**config.mk**
```make
export PLATFORM = sky130hd
export DESIGN_NAME = clt_tile
export DESIGN_NICKNAME = d
export VERILOG_FILES = /design/src/verilog/clt_pkg.sv /design/src/verilog/clt_tile.sv
export SDC_FILE = /design/constraint.sdc
export NUM_CORES = 1
export LEC_CHECK = 0
export ABC_AREA = 1
export BUFFER_PORTS_ARGS = -buffer_cell sky130_fd_sc_hd__buf_4
export CAP_MARGIN = 10
export CORE_ASPECT_RATIO = 1.4
export CORE_MARGIN = 5
export CORE_UTILIZATION = 33
export CTS_BUF_LIST = sky130_fd_sc_hd__clkbuf_8
export DETAILED_ROUTE_END_ITERATION = 6
export PLACE_DENSITY_LB_ADDON = 0.12
export SLEW_MARGIN = 10
export SYNTH_ARGS = -nofsm -noshare
export SYNTH_HDL_FRONTEND = slang
export SYNTH_SLANG_ARGS = --single-unit
```
**constraint.sdc**
```tcl
create_clock -name pclk -period 1.9 [get_ports pclk]
set_input_delay 0.38 -clock pclk [delete_from_list [all_inputs] [get_ports pclk]]
set_output_delay 0.38 -clock pclk [all_outputs]
set_load 0.005 [all_outputs]
```
**src/verilog/clt_pkg.sv**
```systemverilog
// Shared constants and types for the configurable logic tile.
package clt_pkg;

    localparam int unsigned ADDR_W        = 8;
    localparam int unsigned DATA_W        = 32;
    localparam int unsigned TILE_INPUTS   = 4;
    localparam int unsigned LUT_INPUTS    = 3;
    localparam int unsigned LUT_ENTRIES   = 8;

    ////////////////////////////////////////////////////////////////////////////
    // Register byte offsets.
    localparam logic [7:0]  OFS_CFG       = 8'h00;
    localparam logic [7:0]  OFS_TRUTH     = 8'h04;
    localparam logic [7:0]  OFS_STATUS    = 8'h08;

    ////////////////////////////////////////////////////////////////////////////
    // Configuration register field positions.
    localparam int unsigned CFG_MODE_LSB  = 0;
    localparam int unsigned CFG_ASYNC_LSB = 2;
    localparam int unsigned CFG_INV_LSB   = 4;
    localparam int unsigned CFG_LOCAL_BIT = 8;
    localparam int unsigned CFG_LONG_BIT  = 9;
    localparam int unsigned CFG_W         = 10;

    // Status register field positions.
    localparam int unsigned STA_STATE_BIT = 0;
    localparam int unsigned STA_LOCAL_BIT = 1;
    localparam int unsigned STA_LONG_BIT  = 2;
    localparam int unsigned STA_IN_LSB    = 4;

    ////////////////////////////////////////////////////////////////////////////
    // Reset values.
    localparam logic [9:0]  CFG_RESET     = 10'h300;
    localparam logic [7:0]  TRUTH_RESET   = 8'h00;

    typedef enum logic [1:0] {
        MODE_COMB  = 2'b00,
        MODE_LATCH = 2'b01,
        MODE_DFF   = 2'b10,
        MODE_EDFF  = 2'b11
    } clt_mode_t;

    typedef enum logic [1:0] {
        ASYNC_NONE   = 2'b00,
        ASYNC_CLEAR  = 2'b01,
        ASYNC_PRESET = 2'b10,
        ASYNC_RSVD   = 2'b11
    } clt_async_t;

endpackage : clt_pkg

```
**src/verilog/clt_tile.sv**
```systemverilog
// Configurable logic tile with its configuration registers on APB.
// Input use per storage mode (after inversion; a, b, c index the truth table in combinational mode): a = tile_in[0] data, b = tile_in[1]
// gate or tile clock, c = tile_in[2] clear/set (latch, flop) or enable,
// d = tile_in[3] clear/set of the enabled flop.
module clt_tile
#(
    parameter int unsigned AW = clt_pkg::ADDR_W
)(
    input  wire logic                         pclk,
    input  wire logic                         presetn,
    input  wire logic                         psel,
    input  wire logic                         penable,
    input  wire logic                         pwrite,
    input  wire logic [AW-1:0]                paddr,
    input  wire logic [clt_pkg::DATA_W-1:0]   pwdata,
    output logic      [clt_pkg::DATA_W-1:0]   prdata,
    output logic                              pready,
    output logic                              pslverr,
    input  wire logic [clt_pkg::TILE_INPUTS-1:0] tile_in,
    output logic                              neighbour_output,
    output logic                              long_route_output
);
    import clt_pkg::*;

    ////////////////////////////////////////////////////////////////////////////
    // Address decode.
    function automatic logic addr_is(input logic [AW-1:0] a, input logic [7:0] ofs);
        addr_is = (a == AW'(ofs));
    endfunction : addr_is

    logic [CFG_W-1:0]       cfg_q;
    logic [LUT_ENTRIES-1:0] truth_q;
    logic                   state_q;
    logic                   state_d;
    logic                   clk_prev_q;
    logic                   nb_q;
    logic                   lr_q;
    logic [DATA_W-1:0]      prdata_q;
    logic                   pready_q;
    logic                   pslverr_q;

    wire                    setup_phase = psel & ~penable;
    wire                    wr_fire     = psel & penable & pready_q & pwrite;
    wire                    hit_cfg     = addr_is(paddr, OFS_CFG);
    wire                    hit_truth   = addr_is(paddr, OFS_TRUTH);
    wire                    hit_status  = addr_is(paddr, OFS_STATUS);
    wire                    hit_any     = hit_cfg | hit_truth | hit_status;

    ////////////////////////////////////////////////////////////////////////////
    // Configuration fields.
    wire clt_mode_t         mode      = clt_mode_t'(cfg_q[CFG_MODE_LSB +: 2]);
    wire clt_async_t        akind     = clt_async_t'(cfg_q[CFG_ASYNC_LSB +: 2]);
    wire [TILE_INPUTS-1:0]  inv       = cfg_q[CFG_INV_LSB +: TILE_INPUTS];
    wire                    drv_local = cfg_q[CFG_LOCAL_BIT];
    wire                    drv_long  = cfg_q[CFG_LONG_BIT];

    // Inversion is absorbed ahead of every use of an input in the tile logic; the status word reports the raw pins.
    wire [TILE_INPUTS-1:0]  x         = tile_in ^ inv;

    wire [LUT_INPUTS-1:0]   lut_idx   = x[LUT_INPUTS-1:0];
    wire                    lut_val   = truth_q[lut_idx];

    // The enabled flop frees input c for enable, so its clear/set moves to d.
    wire                    async_in  = (mode == MODE_EDFF) ? x[3] : x[2];
    wire                    storage   = (mode != MODE_COMB);
    wire                    clr_act   = storage & (akind == ASYNC_CLEAR) & async_in;
    wire                    pre_act   = storage & (akind == ASYNC_PRESET) & async_in;
    // The tile clock is input b seen at pclk rate. Its edge detector resets low, the idle
    // level of an uninverted pin, so no false edge follows reset. Changing the inversion
    // of b can itself make an edge, so reconfigure with b at rest.
    wire                    clk_rise  = x[1] & ~clk_prev_q;
    wire                    edff_en   = x[2];

    // The latch is transparent at pclk granularity: a gate pulse that spans no pclk
    // rising edge is not seen.
    logic                   capture;
    always_comb
    begin
        case (mode)
            MODE_LATCH: capture = x[1];
            MODE_DFF:   capture = clk_rise;
            MODE_EDFF:  capture = clk_rise & edff_en;
            default:    capture = 1'b0;
        endcase
    end

    // Clear beats preset beats capture; without them the cell holds.
    assign state_d = clr_act ? 1'b0 :
                     pre_act ? 1'b1 :
                     capture ? x[0] :
                               state_q;

    wire tile_val  = (mode == MODE_COMB) ? lut_val : state_d;

    ////////////////////////////////////////////////////////////////////////////
    // Read data.
    logic [DATA_W-1:0] status_word;
    always_comb
    begin
        status_word                            = '0;
        status_word[STA_STATE_BIT]             = state_q;
        status_word[STA_LOCAL_BIT]             = nb_q;
        status_word[STA_LONG_BIT]              = lr_q;
        status_word[STA_IN_LSB +: TILE_INPUTS] = tile_in;
    end
    wire [DATA_W-1:0] rd_mux = hit_cfg   ? {{(DATA_W-CFG_W){1'b0}}, cfg_q} :
                               hit_truth ? {{(DATA_W-LUT_ENTRIES){1'b0}}, truth_q} :
                               hit_status ? status_word : '0;

    ////////////////////////////////////////////////////////////////////////////
    // APB slave: one wait-free access, answer ready in the access cycle.
    // Read data is forced to zero outside the answer so that a stale word can never
    // be mistaken for a fresh one.
    always_ff @(posedge pclk or negedge presetn)
    begin
        if (!presetn)
        begin
            pready_q  <= 1'b0;
            prdata_q  <= '0;
            pslverr_q <= 1'b0;
        end
        else
        begin
            pready_q  <= setup_phase;
            prdata_q  <= (setup_phase & ~pwrite) ? rd_mux : '0;
            pslverr_q <= setup_phase & ~hit_any;
        end
    end

    // Writes land only at the access edge; a write to the read-only status word or to an
    // unmapped address changes nothing.
    always_ff @(posedge pclk or negedge presetn)
    begin
        if (!presetn)
        begin
            cfg_q   <= CFG_RESET;
            truth_q <= TRUTH_RESET;
        end
        else
        begin
            if (wr_fire & hit_cfg)
                cfg_q <= pwdata[CFG_W-1:0];
            if (wr_fire & hit_truth)
                truth_q <= pwdata[LUT_ENTRIES-1:0];
        end
    end

    ////////////////////////////////////////////////////////////////////////////
    // Tile storage and routed outputs.
    // Both routed outputs may be enabled at once; a route that is off stays low so that
    // it cannot disturb the lines it would otherwise drive.
    always_ff @(posedge pclk or negedge presetn)
    begin
        if (!presetn)
        begin
            state_q    <= 1'b0;
            clk_prev_q <= 1'b0;
            nb_q       <= 1'b0;
            lr_q       <= 1'b0;
        end
        else
        begin
            state_q    <= state_d;
            clk_prev_q <= x[1];
            nb_q       <= drv_local & tile_val;
            lr_q       <= drv_long & tile_val;
        end
    end

    assign prdata            = prdata_q;
    assign pready            = pready_q;
    assign pslverr           = pslverr_q;
    assign neighbour_output  = nb_q;
    assign long_route_output = lr_q;

    // The truth table entry picked straight from the raw pins and the inversion field.
    wire raw_lut_val = truth_q[tile_in[LUT_INPUTS-1:0] ^ cfg_q[CFG_INV_LSB +: LUT_INPUTS]];

    ////////////////////////////////////////////////////////////////////////////
    // Checks on the register bus.
    wire [CFG_W-1:0]       wr_cfg_val   = pwdata[CFG_W-1:0];
    wire [LUT_ENTRIES-1:0] wr_truth_val = pwdata[LUT_ENTRIES-1:0];
endmodule : clt_tile

```
## After elaboration in Yosys (flattened, before gate mapping)

Cells that the tools add are included.

- Bits in registers: 34
- Input bits: 49
- Output and inout bits: 36
- Word-level logic and storage cells: 55

- Order comparisons: 1
- Equal/unequal tests: 7
- Muxes and demuxes: 12
- Bitwise operators: 23
- Reductions and logical operators: 3

Operators by type and width:

| cell | count |
|---|---|
| 2-to-1 mux 10 bit | 2 |
| AND 1 bit | 16 |
| 2-to-1 mux 8 bit | 2 |
| == test 8 x 3 -> 1 bit (second input constant) | 1 |
| == test 8 x 4 -> 1 bit (second input constant) | 1 |
| zero test 8 bit | 1 |
| == test 2 bit (second input constant) | 3 |
| 2-to-1 mux 1 bit | 6 |
| == test 2 x 1 -> 1 bit (second input constant) | 2 |
| < comparator 3 x 4 -> 1 bit (second input constant) | 1 |
| inverter 1 bit | 4 |
| bitwise XOR 4 bit | 1 |
| binary-select mux 1 bit (select 3 bit) | 1 |
| case mux 1 bit (3 select lines) | 1 |
| zero test 2 bit | 1 |
| bitwise OR 1 bit | 2 |
| nonzero test 2 bit | 1 |

## Logic depth before layout (Yosys ltp)

Gate-level depths: netlist of run 1.

- Word-level depth: 9
- Depth in mapped cells: 11
- Mapped depth without buffers: 11

## Worst setup path after synthesis of run 1

Ideal clock, no wire load.

- Kind: input -> register
- Start: in paddr[1]
- End: reg cfg_q[1]
- Setup time: 0.118 ns
- Data arrival time: 1.249 ns
- Required time: 1.782 ns
- Slack: 0.533 ns
- Stages: 8
- Path buffers: 1
- Path through: or2_4 -> nor2_4 -> nand3_4 -> inv_6 -> nand2_4 -> buf_6 -> nand2_1 -> o21ai_2

- Longest elaborated chain between the ends: 2

Ends and longest elaborated chain:

| item | line | RTL |
|---|---|---|
| from (decl) | clt_tile.sv:14 | `input wire logic [AW-1:0] paddr,` |
| zero test 8 bit | clt_tile.sv:28 | `addr_is = (a == AW'(ofs));` |
| AND 1 bit | clt_tile.sv:141 | `if (wr_fire & hit_cfg)` |
| to (signal assigned) | clt_tile.sv:142 | `cfg_q <= pwdata[CFG_W-1:0];` |
| to (decl) | clt_tile.sv:31 | `logic [CFG_W-1:0] cfg_q;` |

Every way passes these cells.
A chain may end at the register's enable or synchronous reset.

## Worst setup path after layout of run 1

- Start: reg cfg_q[5]
- End: reg nb_q (netlist: neighbour_output)

- Longest elaborated chain between the ends: 9
- Elaborated cells on any way between the ends: 11
- Classes of those cells: 7 x mux; 4 x bitwise

Ends and longest elaborated chain:

| item | line | RTL |
|---|---|---|
| bitwise XOR 4 bit * | clt_tile.sv:58 | `wire [TILE_INPUTS-1:0] x = tile_in ^ inv;` |
| AND 1 bit | clt_tile.sv:71 | `wire clk_rise = x[1] & ~clk_prev_q;` |
| AND 1 bit | clt_tile.sv:82 | `MODE_EDFF: capture = clk_rise & edff_en;` |
| case mux 1 bit (3 select lines) | clt_tile.sv:79 | `case (mode)` |
| 2-to-1 mux 1 bit | clt_tile.sv:90 | `capture ? x[0] :` |
| 2-to-1 mux 1 bit | clt_tile.sv:89 | `pre_act ? 1'b1 :` |
| 2-to-1 mux 1 bit | clt_tile.sv:88 | `assign state_d = clr_act ? 1'b0 :` |
| 2-to-1 mux 1 bit * | clt_tile.sv:93 | `wire tile_val = (mode == MODE_COMB) ? lut_val : state_d;` |
| AND 1 bit * | clt_tile.sv:165 | `nb_q <= drv_local & tile_val;` |
| to (signal assigned) | clt_tile.sv:165 |  |
| to (decl) | clt_tile.sv:36 | `logic nb_q;` |

Every way passes the cells marked *; elsewhere a longest branch is shown, timed or not. The select of a mux whose other input is x is not followed.

==> reports/summary.log, run 1 <==
INFO  logic_synthesis postSynth.topFlopCell=sky130_fd_sc_hd__dfrtp_1
INFO  drt            number_of_antenna_violating_nets_in_the_routed_design=0
INFO  drt            detailedRoute.firstIterationViolations=58
INFO  logic_synthesis postSynthAreaPerCell=8.078um2
INFO  drt            drt_total_wl=4204um
INFO  grt            grt_first_pass_wirelength=6824um
INFO  sta            report.final.setup_viol=0
INFO  final_layout   fin_util=0.3996
INFO  sta            min_period=1306ps
INFO  clock_network  insertion_delay_to_the_later_sink_of_the_worst_skew_pair=280ps
INFO  clock_network  postCtsSetupBuffers=0
INFO  placement      detail_placement_hpwl=3209um
INFO  clock_network  clk_transition_reported_paths=70ps
INFO  clock_network  h-tree-depth=2
INFO  floorplanning  die_boundary_height=100.9um
INFO  grt            gr-total-overflow=0
INFO  clock_network  cts_made_buffers=5
INFO  sta            period_share=0.6875
INFO  placement      dp_slack=309.9ps
INFO  critical_path  timing.critical_path.fanout_max=4
INFO  critical_path  cp-end-kind=flip-flop
INFO  logic_synthesis yosys-top-cells-area=sky130_fd_sc_hd__dfrtp_1 (41%), sky130_fd_sc_hd__nand2_1 (14%), sky130_fd_sc_hd__buf_4 (8.5%), sky130_fd_sc_hd__o21ai_2 (7.2%), sky130_fd_sc_hd__nand3_1 (5.9%)
INFO  clock_network  post_cts_hold_buffer_count=0
INFO  power          comb_power_share=0.100
INFO  clock_network  cts_num_sinks=34
INFO  final_layout   layout-drive-gt1-share=0.2927
INFO  clock_network  cts-root-buf=sky130_fd_sc_hd__clkbuf_8
INFO  drt            routed_wire_length_per_instance=11.78um
INFO  floorplanning  placement_rows=33
INFO  power          power.net_switching=0.0003328W
INFO  logic_synthesis sequential_to_total_area_share_from_yosys_stat=0.4383
INFO  floorplanning  ports_placed_on_the_boundary=85
INFO  logic_synthesis yosys_warnings=0
INFO  floorplanning  initial_utilization=0.3368
INFO  clock_network  tritoncts=built
INFO  critical_path  worstSetupPathType=reg -> reg
INFO  sta            fin_setup_tns=0ps
INFO  drt            detailroute.via_count=1544
INFO  drt            count_of_unresolved_drc_violations_after_routing=0
INFO  power          intPower=0.001035W
INFO  grt            groute.usage.overall=0.1201
INFO  final_layout   final-seq-area=853.3um2
INFO  power          power.clock.fraction=0.361
INFO  critical_path  start_kind=flip-flop
INFO  drt            number_of_vias_per_cell=4.325
INFO  critical_path  required_time_worst_endpoint=2070ps
INFO  power          power_per_cell_area=592.2nW/um2
INFO  flow_run       max_cap_violations=0
INFO  floorplanning  dieArea=7557um2
INFO  sta            worst_slack=593.7ps
INFO  logic_synthesis synth-seq-cells=34
INFO  placement      gp_congestion=0.7579
INFO  logic_synthesis synthCells=241
INFO  critical_path  cp.arrival=1480ps
INFO  grt            first_global_vias=1501
INFO  placement      io_buffer_count=40
INFO  sta            slew_violations=0
INFO  logic_synthesis synth_area_leader_cell=sky130_fd_sc_hd__dfrtp_1
INFO  grt            grt_start_max_net_pins=35
INFO  drt            drt_pass1_iterations=4
INFO  sta            fmax=0.7655GHz
INFO  final_layout   layout.cell_area.non_filler=2310um2
INFO  hold_path      hp_class=in -> async
INFO  power          power.switching_fraction=0.2433
INFO  logic_synthesis synth-edff-count=0
INFO  final_layout   multi_input_comb_area=832.0um2
INFO  sta            final.setup_skew=3.823ps
INFO  placement      post_dp_cell_area=2230um2
INFO  logic_synthesis syn_area=1947um2
INFO  floorplanning  core_box_area=5781um2
INFO  power          power_frac_seq=0.540
INFO  status         status=finished, final reports clean
INFO  power          p_leak=1.299nW
INFO  logic_synthesis yosys-top-cells-count=sky130_fd_sc_hd__nand2_1 (73), sky130_fd_sc_hd__dfrtp_1 (32), sky130_fd_sc_hd__inv_1 (28), sky130_fd_sc_hd__nand3_1 (23), sky130_fd_sc_hd__buf_4 (22)
INFO  logic_synthesis yosys.cell_types.count=26
INFO  power          vdd_drop_max=227.2uV
INFO  final_layout   design.final.nets=335
INFO  sta            timing.final.hold_violations=0
INFO  clock_network  cts-root-to-sink-buffers=2
INFO  final_layout   filler_cell_count=638
INFO  logic_synthesis synth_top_cell_area_share=0.4113
INFO  sta            final_worst_hold_slack=41.02ps
INFO  final_layout   antenna-diode-count=0
INFO  sta            setup_repair_after_global_routing_missed_its_margin=false
INFO  grt            initial_antenna_violation_count=0
INFO  clock_network  cts-resized-gates=0
INFO  logic_synthesis yosys.cell_count.top_type=sky130_fd_sc_hd__nand2_1
INFO  final_layout   area_delta_synth_final=18.64%
INFO  floorplanning  die-width=74.92um
INFO  logic_synthesis ys_async_sr_fraction=1.000
-- final cells by class --
class                      count  share of cell area
clock buffer                   5             0.02979
clock inverter                 3            0.004875
inverter                      36             0.06121
multi-input combinational    167              0.3602
sequential                    34              0.3694
tap                           70             0.03792
timing repair buffer          42              0.1365
-- worst max-delay path, stage by stage (launching register included) --
cell and delay (ps):
sky130_fd_sc_hd__dfrtp_1 380, sky130_fd_sc_hd__inv_1 70, sky130_fd_sc_hd__nand2_1 60, sky130_fd_sc_hd__nand2_1 120, sky130_fd_sc_hd__nor2_1 160, sky130_fd_sc_hd__nand2_1 70, sky130_fd_sc_hd__nand2_1 50, sky130_fd_sc_hd__nand3_1 60
sky130_fd_sc_hd__nand2_1 70, sky130_fd_sc_hd__nand2_1 50, sky130_fd_sc_hd__nand2_1 80, sky130_fd_sc_hd__nor2_1 40
-- power groups by stage --
stage	clock [W]	sequential [W]	combinational (W)
3_3_place_gp	0	0.000752	0.000137
4_1_cts	0.000511	0.000738	0.000139
3_5_place_dp	0	0.000752	0.000139
5_1_grt	0.000546	0.000739	0.000155
2_1_floorplan	0	0.000751	0.0000920
6_report	0.000493	0.000738	0.000136
-- placed cells by master, fill, tap and decap left out, drive strengths merged --
cell,synthesis,layout
nand3,24,24
dfrtp,32,32
nor3,6,6
nor2,12,12
dfstp,2,2
inv,34,37
o21ai,17,17
clkinv,2,2
a21oi,8,8
nand3b,1,1
or2,1,1
nand2,75,75
buf,25,42
conb,1,22
clkbuf,0,5
and2,1,1
-- cells by family after synthesis --
family | after synthesis | share of synthesized area
compound gates | 25 | 0.09897
buf+inv | 61 | 0.1748
flops | 34 | 0.4383
other cells | 1 | 0.001926
simple gates | 120 | 0.2860
-- metal layers --
metal / global-route usage / wire (um) / vias to the layer above
met5: 0 / 0 / -
met4: 0.05342 / 85 / 0
met3: 0.03293 / 309 / 6
met2: 0.2020 / 2155 / 47
met1: 0.1389 / 1653 / 699
li1: - / - / 792
-- metrics by stage --
step	std cells	power, W
2_1_floorplan	262	0.0008432
6_report	357	0.001368
3_3_place_gp	349	0.0008891
4_1_cts	357	0.001388
3_5_place_dp	349	0.0008902
5_1_grt	357	0.001439
-- state kept, by name, indices dropped and copies added (netlist names) --
signal / cells
cfg_q: 10
long_route_output: 1
neighbour_output: 1
truth_q: 8
state_q: 1
prdata: 10
clk_prev_q: 1
pslverr: 1
pready: 1
-- worst paths after layout --
check	from	endpoint	cells after the start	slack, ps
worst max-delay path	cfg_q[5]$_DFFE_PN0P_	neighbour_output$_DFF_PN0_	11	590
worst min-delay path	presetn	cfg_q[5]$_DFFE_PN0P_	1	40
worst max register to register	cfg_q[5]$_DFFE_PN0P_	neighbour_output$_DFF_PN0_	11	590
worst min register to register	cfg_q[2]$_DFFE_PN0P_	cfg_q[2]$_DFFE_PN0P_	2	490
max in group asynchronous	presetn	cfg_q[8]$_DFFE_PN1P_	1	1520
min in group pclk	penable	pready$_DFF_PN0_	2	310
(Power assumes the default switching activity.)
==> run 2, diff against run 1 <==
==> constraint.sdc (replaced) <==
create_clock -name pclk -period 1.1 [get_ports pclk]
set_input_delay 0.22 -clock pclk [delete_from_list [all_inputs] [get_ports pclk]]
set_output_delay 0.22 -clock pclk [all_outputs]
set_load 0.005 [all_outputs]
==> run 2 against run 1 <==
Effect of this change:
- the run now ends with setup timing left
- worst setup slack worse by 730 ps
- design area is 20% higher
- clock skew hardly changed
- combinational power is 110% higher
- sequential share of layout area is 6.1 points lower
- sequential power is 73% higher
- die area stayed put
- maximum frequency is 5.9% higher
- clock-buffer cell count is 1 higher
- critical path type unchanged
- critical endpoint unchanged
==> reports/summary.log, run 2 (synthesis results as in run 1) <==
INFO  clock_network  insertion_delay_to_the_later_sink_of_the_worst_skew_pair=280ps [about the same]
INFO  floorplanning  ports_placed_on_the_boundary=85 [unchanged]
INFO  sta            final.setup_skew=3.709ps [-0.1140 ps]
INFO  sta            worst_slack=-133.9ps [-727.6 ps]
INFO  floorplanning  core_box_area=5781um2 [unchanged]
INFO  drt            drt_pass1_iterations=4 [unchanged]
INFO  clock_network  cts-root-buf=sky130_fd_sc_hd__clkbuf_8
INFO  final_layout   fin_util=0.4794 [+0.07987]
INFO  critical_path  critPathLaunch=cfg_q[5]$_DFFE_PN0P_
INFO  status         failed_checks=setup timing
INFO  grt            groute.usage.overall=0.1293 [+0.009158]
INFO  hold_path      hp_class=in -> reg
INFO  drt            routed_wire_length_per_instance=12.04um [+2.2%]
INFO  placement      io_buffer_count=40 [unchanged]
INFO  final_layout   area_delta_synth_final=42.35%
INFO  final_layout   antenna-diode-count=0 [unchanged]
INFO  sta            slew_violations=0 [unchanged]
INFO  clock_network  cts_made_buffers=5 [unchanged]
INFO  hold_path      min_path_cells=3
INFO  floorplanning  placement_rows=33 [unchanged]
INFO  status         status=finished with violations
INFO  floorplanning  die_boundary_height=100.9um [unchanged]
INFO  critical_path  cp-endpoint=neighbour_output$_DFF_PN0_
INFO  sta            fin_setup_tns=-650.8ps [-650.8 ps]
INFO  critical_path  ff2ff_path_depth=11 [unchanged]
INFO  drt            detailedRoute.firstIterationViolations=38 [-34%]
INFO  critical_path  regToRegStartpoint=cfg_q[5]$_DFFE_PN0P_
INFO  grt            initial_antenna_violation_count=0 [unchanged]
INFO  sta            period_share=1.122 [+0.4342]
INFO  floorplanning  initial_utilization=0.3368 [unchanged]
INFO  critical_path  start_kind=flip-flop
INFO  sta            setup_repair_after_global_routing_missed_its_margin=true
INFO  critical_path  cp.arrival=1410ps [-70 ps]
INFO  final_layout   design.final.nets=362 [+8.1%]
INFO  sta            timing.final.hold_violations=0 [unchanged]
INFO  final_layout   final_common_cell=sky130_fd_sc_hd__buf_4
INFO  drt            detailroute.via_count=1637 [+6.0%]
INFO  drt            number_of_vias_per_cell=4.263 [-1.4%]
INFO  placement      detail_placement_hpwl=3360um [+4.7%]
INFO  sta            report.final.setup_viol=13 [+13]
INFO  grt            grt_start_max_net_pins=35 [unchanged]
INFO  drt            number_of_antenna_violating_nets_in_the_routed_design=0 [unchanged]
INFO  placement      placed_cells=365 [+4.6%]
INFO  placement      gp_congestion=0.7893 [+4.1%]
INFO  power          p_leak=1.460nW [+12%]
INFO  sta            fmax=0.8104GHz [+5.9%]
INFO  power          vdd_drop_max=661.0uV [+190%]
INFO  power          power.total=0.002492W [+82%]
INFO  clock_network  tritoncts=built
INFO  power          power_per_cell_area=899.3nW/um2 [+52%]
INFO  critical_path  setup.reg_to_reg.worst_slack=-130ps [-730 ps]
INFO  final_layout   final_cell_count_no_fill=384 [+7.6%]
INFO  placement      dp_slack=-263.5ps [-573.4 ps]
INFO  drt            count_of_unresolved_drc_violations_after_routing=0 [unchanged]
INFO  clock_network  cts_num_sinks=34 [unchanged]
INFO  critical_path  worstSetupPathType=reg -> reg
INFO  critical_path  cp-end-kind=flip-flop
INFO  grt            first_global_vias=1497 [-0.27%]
INFO  critical_path  timing.critical_path.fanout_max=4 [unchanged]
INFO  floorplanning  die-width=74.92um [unchanged]
INFO  clock_network  clk_transition_reported_paths=70ps [about the same]
INFO  flow_run       max_cap_violations=0 [unchanged]
INFO  clock_network  cts-root-to-sink-buffers=2 [unchanged]
INFO  sta            min_period=1234ps [-72.40 ps]
INFO  final_layout   layout.cells.most_common_list=sky130_fd_sc_hd__buf_4 (58), sky130_fd_sc_hd__nand2_1 (51), sky130_fd_sc_hd__dfrtp_1 (30)
INFO  floorplanning  dieArea=7557um2 [unchanged]
INFO  critical_path  crit-reg2reg-capture=neighbour_output$_DFF_PN0_
INFO  critical_path  required_time_worst_endpoint=1280ps [-790 ps]
INFO  grt            grt_first_pass_wirelength=7224um [+5.9%]
INFO  drt            drt_total_wl=4622um [+9.9%]
INFO  clock_network  h-tree-depth=2 [unchanged]
INFO  final_layout   layout-drive-gt1-share=0.4841 [+0.1914]
INFO  grt            gr-total-overflow=0 [unchanged]
==> run 2: cell count changes in the layout (fill, tap and decap cells not counted), moves of 3 or more <==
cell,previous run,this run
sky130_fd_sc_hd__nand3_2,0,8
sky130_fd_sc_hd__nand3_1,23,15
sky130_fd_sc_hd__nor2_4,2,5
sky130_fd_sc_hd__buf_6,0,8
sky130_fd_sc_hd__inv_2,5,9
sky130_fd_sc_hd__buf_4,42,58
sky130_fd_sc_hd__nand2_2,0,16
sky130_fd_sc_hd__nand2_4,2,6
sky130_fd_sc_hd__nand2_8,0,4
sky130_fd_sc_hd__nand2_1,73,51
sky130_fd_sc_hd__inv_1,31,26
==> run 2: where the power goes <==
| part | switching (W) | leakage (nW) | total, W | internal, W |
|---|---|---|---|---|
| clock | 0.000438 | 0.0524 | 0.000933 | 0.000495 |
| combinational | 0.000157 | 0.949 | 0.000283 | 0.000126 |
| sequential | 0.00000952 | 0.458 | 0.00128 | 0.00127 |
| total | 0.000605 | 1.46 | 0.00249 | 0.00189 |
==> run 2: worst min path at each step <==
stage | startpoint | end | slack [ps]
after floorplan | presetn | cfg_q[0]$_DFFE_PN0P_ | -80
after global placement | presetn | cfg_q[5]$_DFFE_PN0P_ | 200
after detailed placement | presetn | prdata[5]$_DFF_PN0_ | 200
after CTS | pwdata[8] | cfg_q[8]$_DFFE_PN1P_ | 170
after global routing | pwdata[8] | cfg_q[8]$_DFFE_PN1P_ | 170
final | pwdata[8] | cfg_q[8]$_DFFE_PN1P_ | 180
==> run 2: layout make-up <==
class / count / area, um2
Clock inverter: 2 / 8.758
Timing Repair Buffer: 67 / 535.5
Clock buffer: 6 / 82.58
Sequential cell: 34 / 855.8
Fill cell: 589 / 3009
Inverter: 36 / 152.6
Multi-Input combinational cell: 169 / 1049
Tap cell: 70 / 87.58
==> run 2: through the flow <==
step | area [um2] | hold WS, ps
2_1_floorplan | 2037 | -75.59
5_1_grt | 2771 | 171.6
3_5_place_dp | 2357 | 204.1
6_report | 2771 | 177.3
3_3_place_gp | 2357 | 201.1
4_1_cts | 2572 | 166.0
==> run 2: worst max-delay path, stage by stage, from the launching register on <==
cell	delay [ps]
sky130_fd_sc_hd__dfrtp_1	390
sky130_fd_sc_hd__inv_2	50
sky130_fd_sc_hd__nand2_2	70
sky130_fd_sc_hd__nand2_4	70
sky130_fd_sc_hd__nor2_4	110
sky130_fd_sc_hd__nand2_1	60
sky130_fd_sc_hd__nand2_1	50
sky130_fd_sc_hd__nand3_1	60
sky130_fd_sc_hd__nand2_1	80
sky130_fd_sc_hd__nand2_1	70
sky130_fd_sc_hd__nand2_2	70
sky130_fd_sc_hd__nor2_1	40
==> run 2: per-layer routing <==
| layer | up-vias | GRT usage | share of wire |
|---|---|---|---|
| li1 | 852 | - | - |
| met5 | - | 0 | 0 |
| met2 | 49 | 0.2154 | 0.52 |
| met1 | 729 | 0.1535 | 0.39 |
| met3 | 7 | 0.02894 | 0.071 |
| met4 | 0 | 0.06164 | 0.022 |
==> run 2: repair_timing <==
item                                    4_1_cts  5_1_grt
pin swaps                                     5       12
hold endpoints to repair                     32        0
resized for setup                            20       44
setup buffers                                 3        5
hold buffers                                  1        0
endpoints found under the setup margin       18       27
cloned                                        2        0
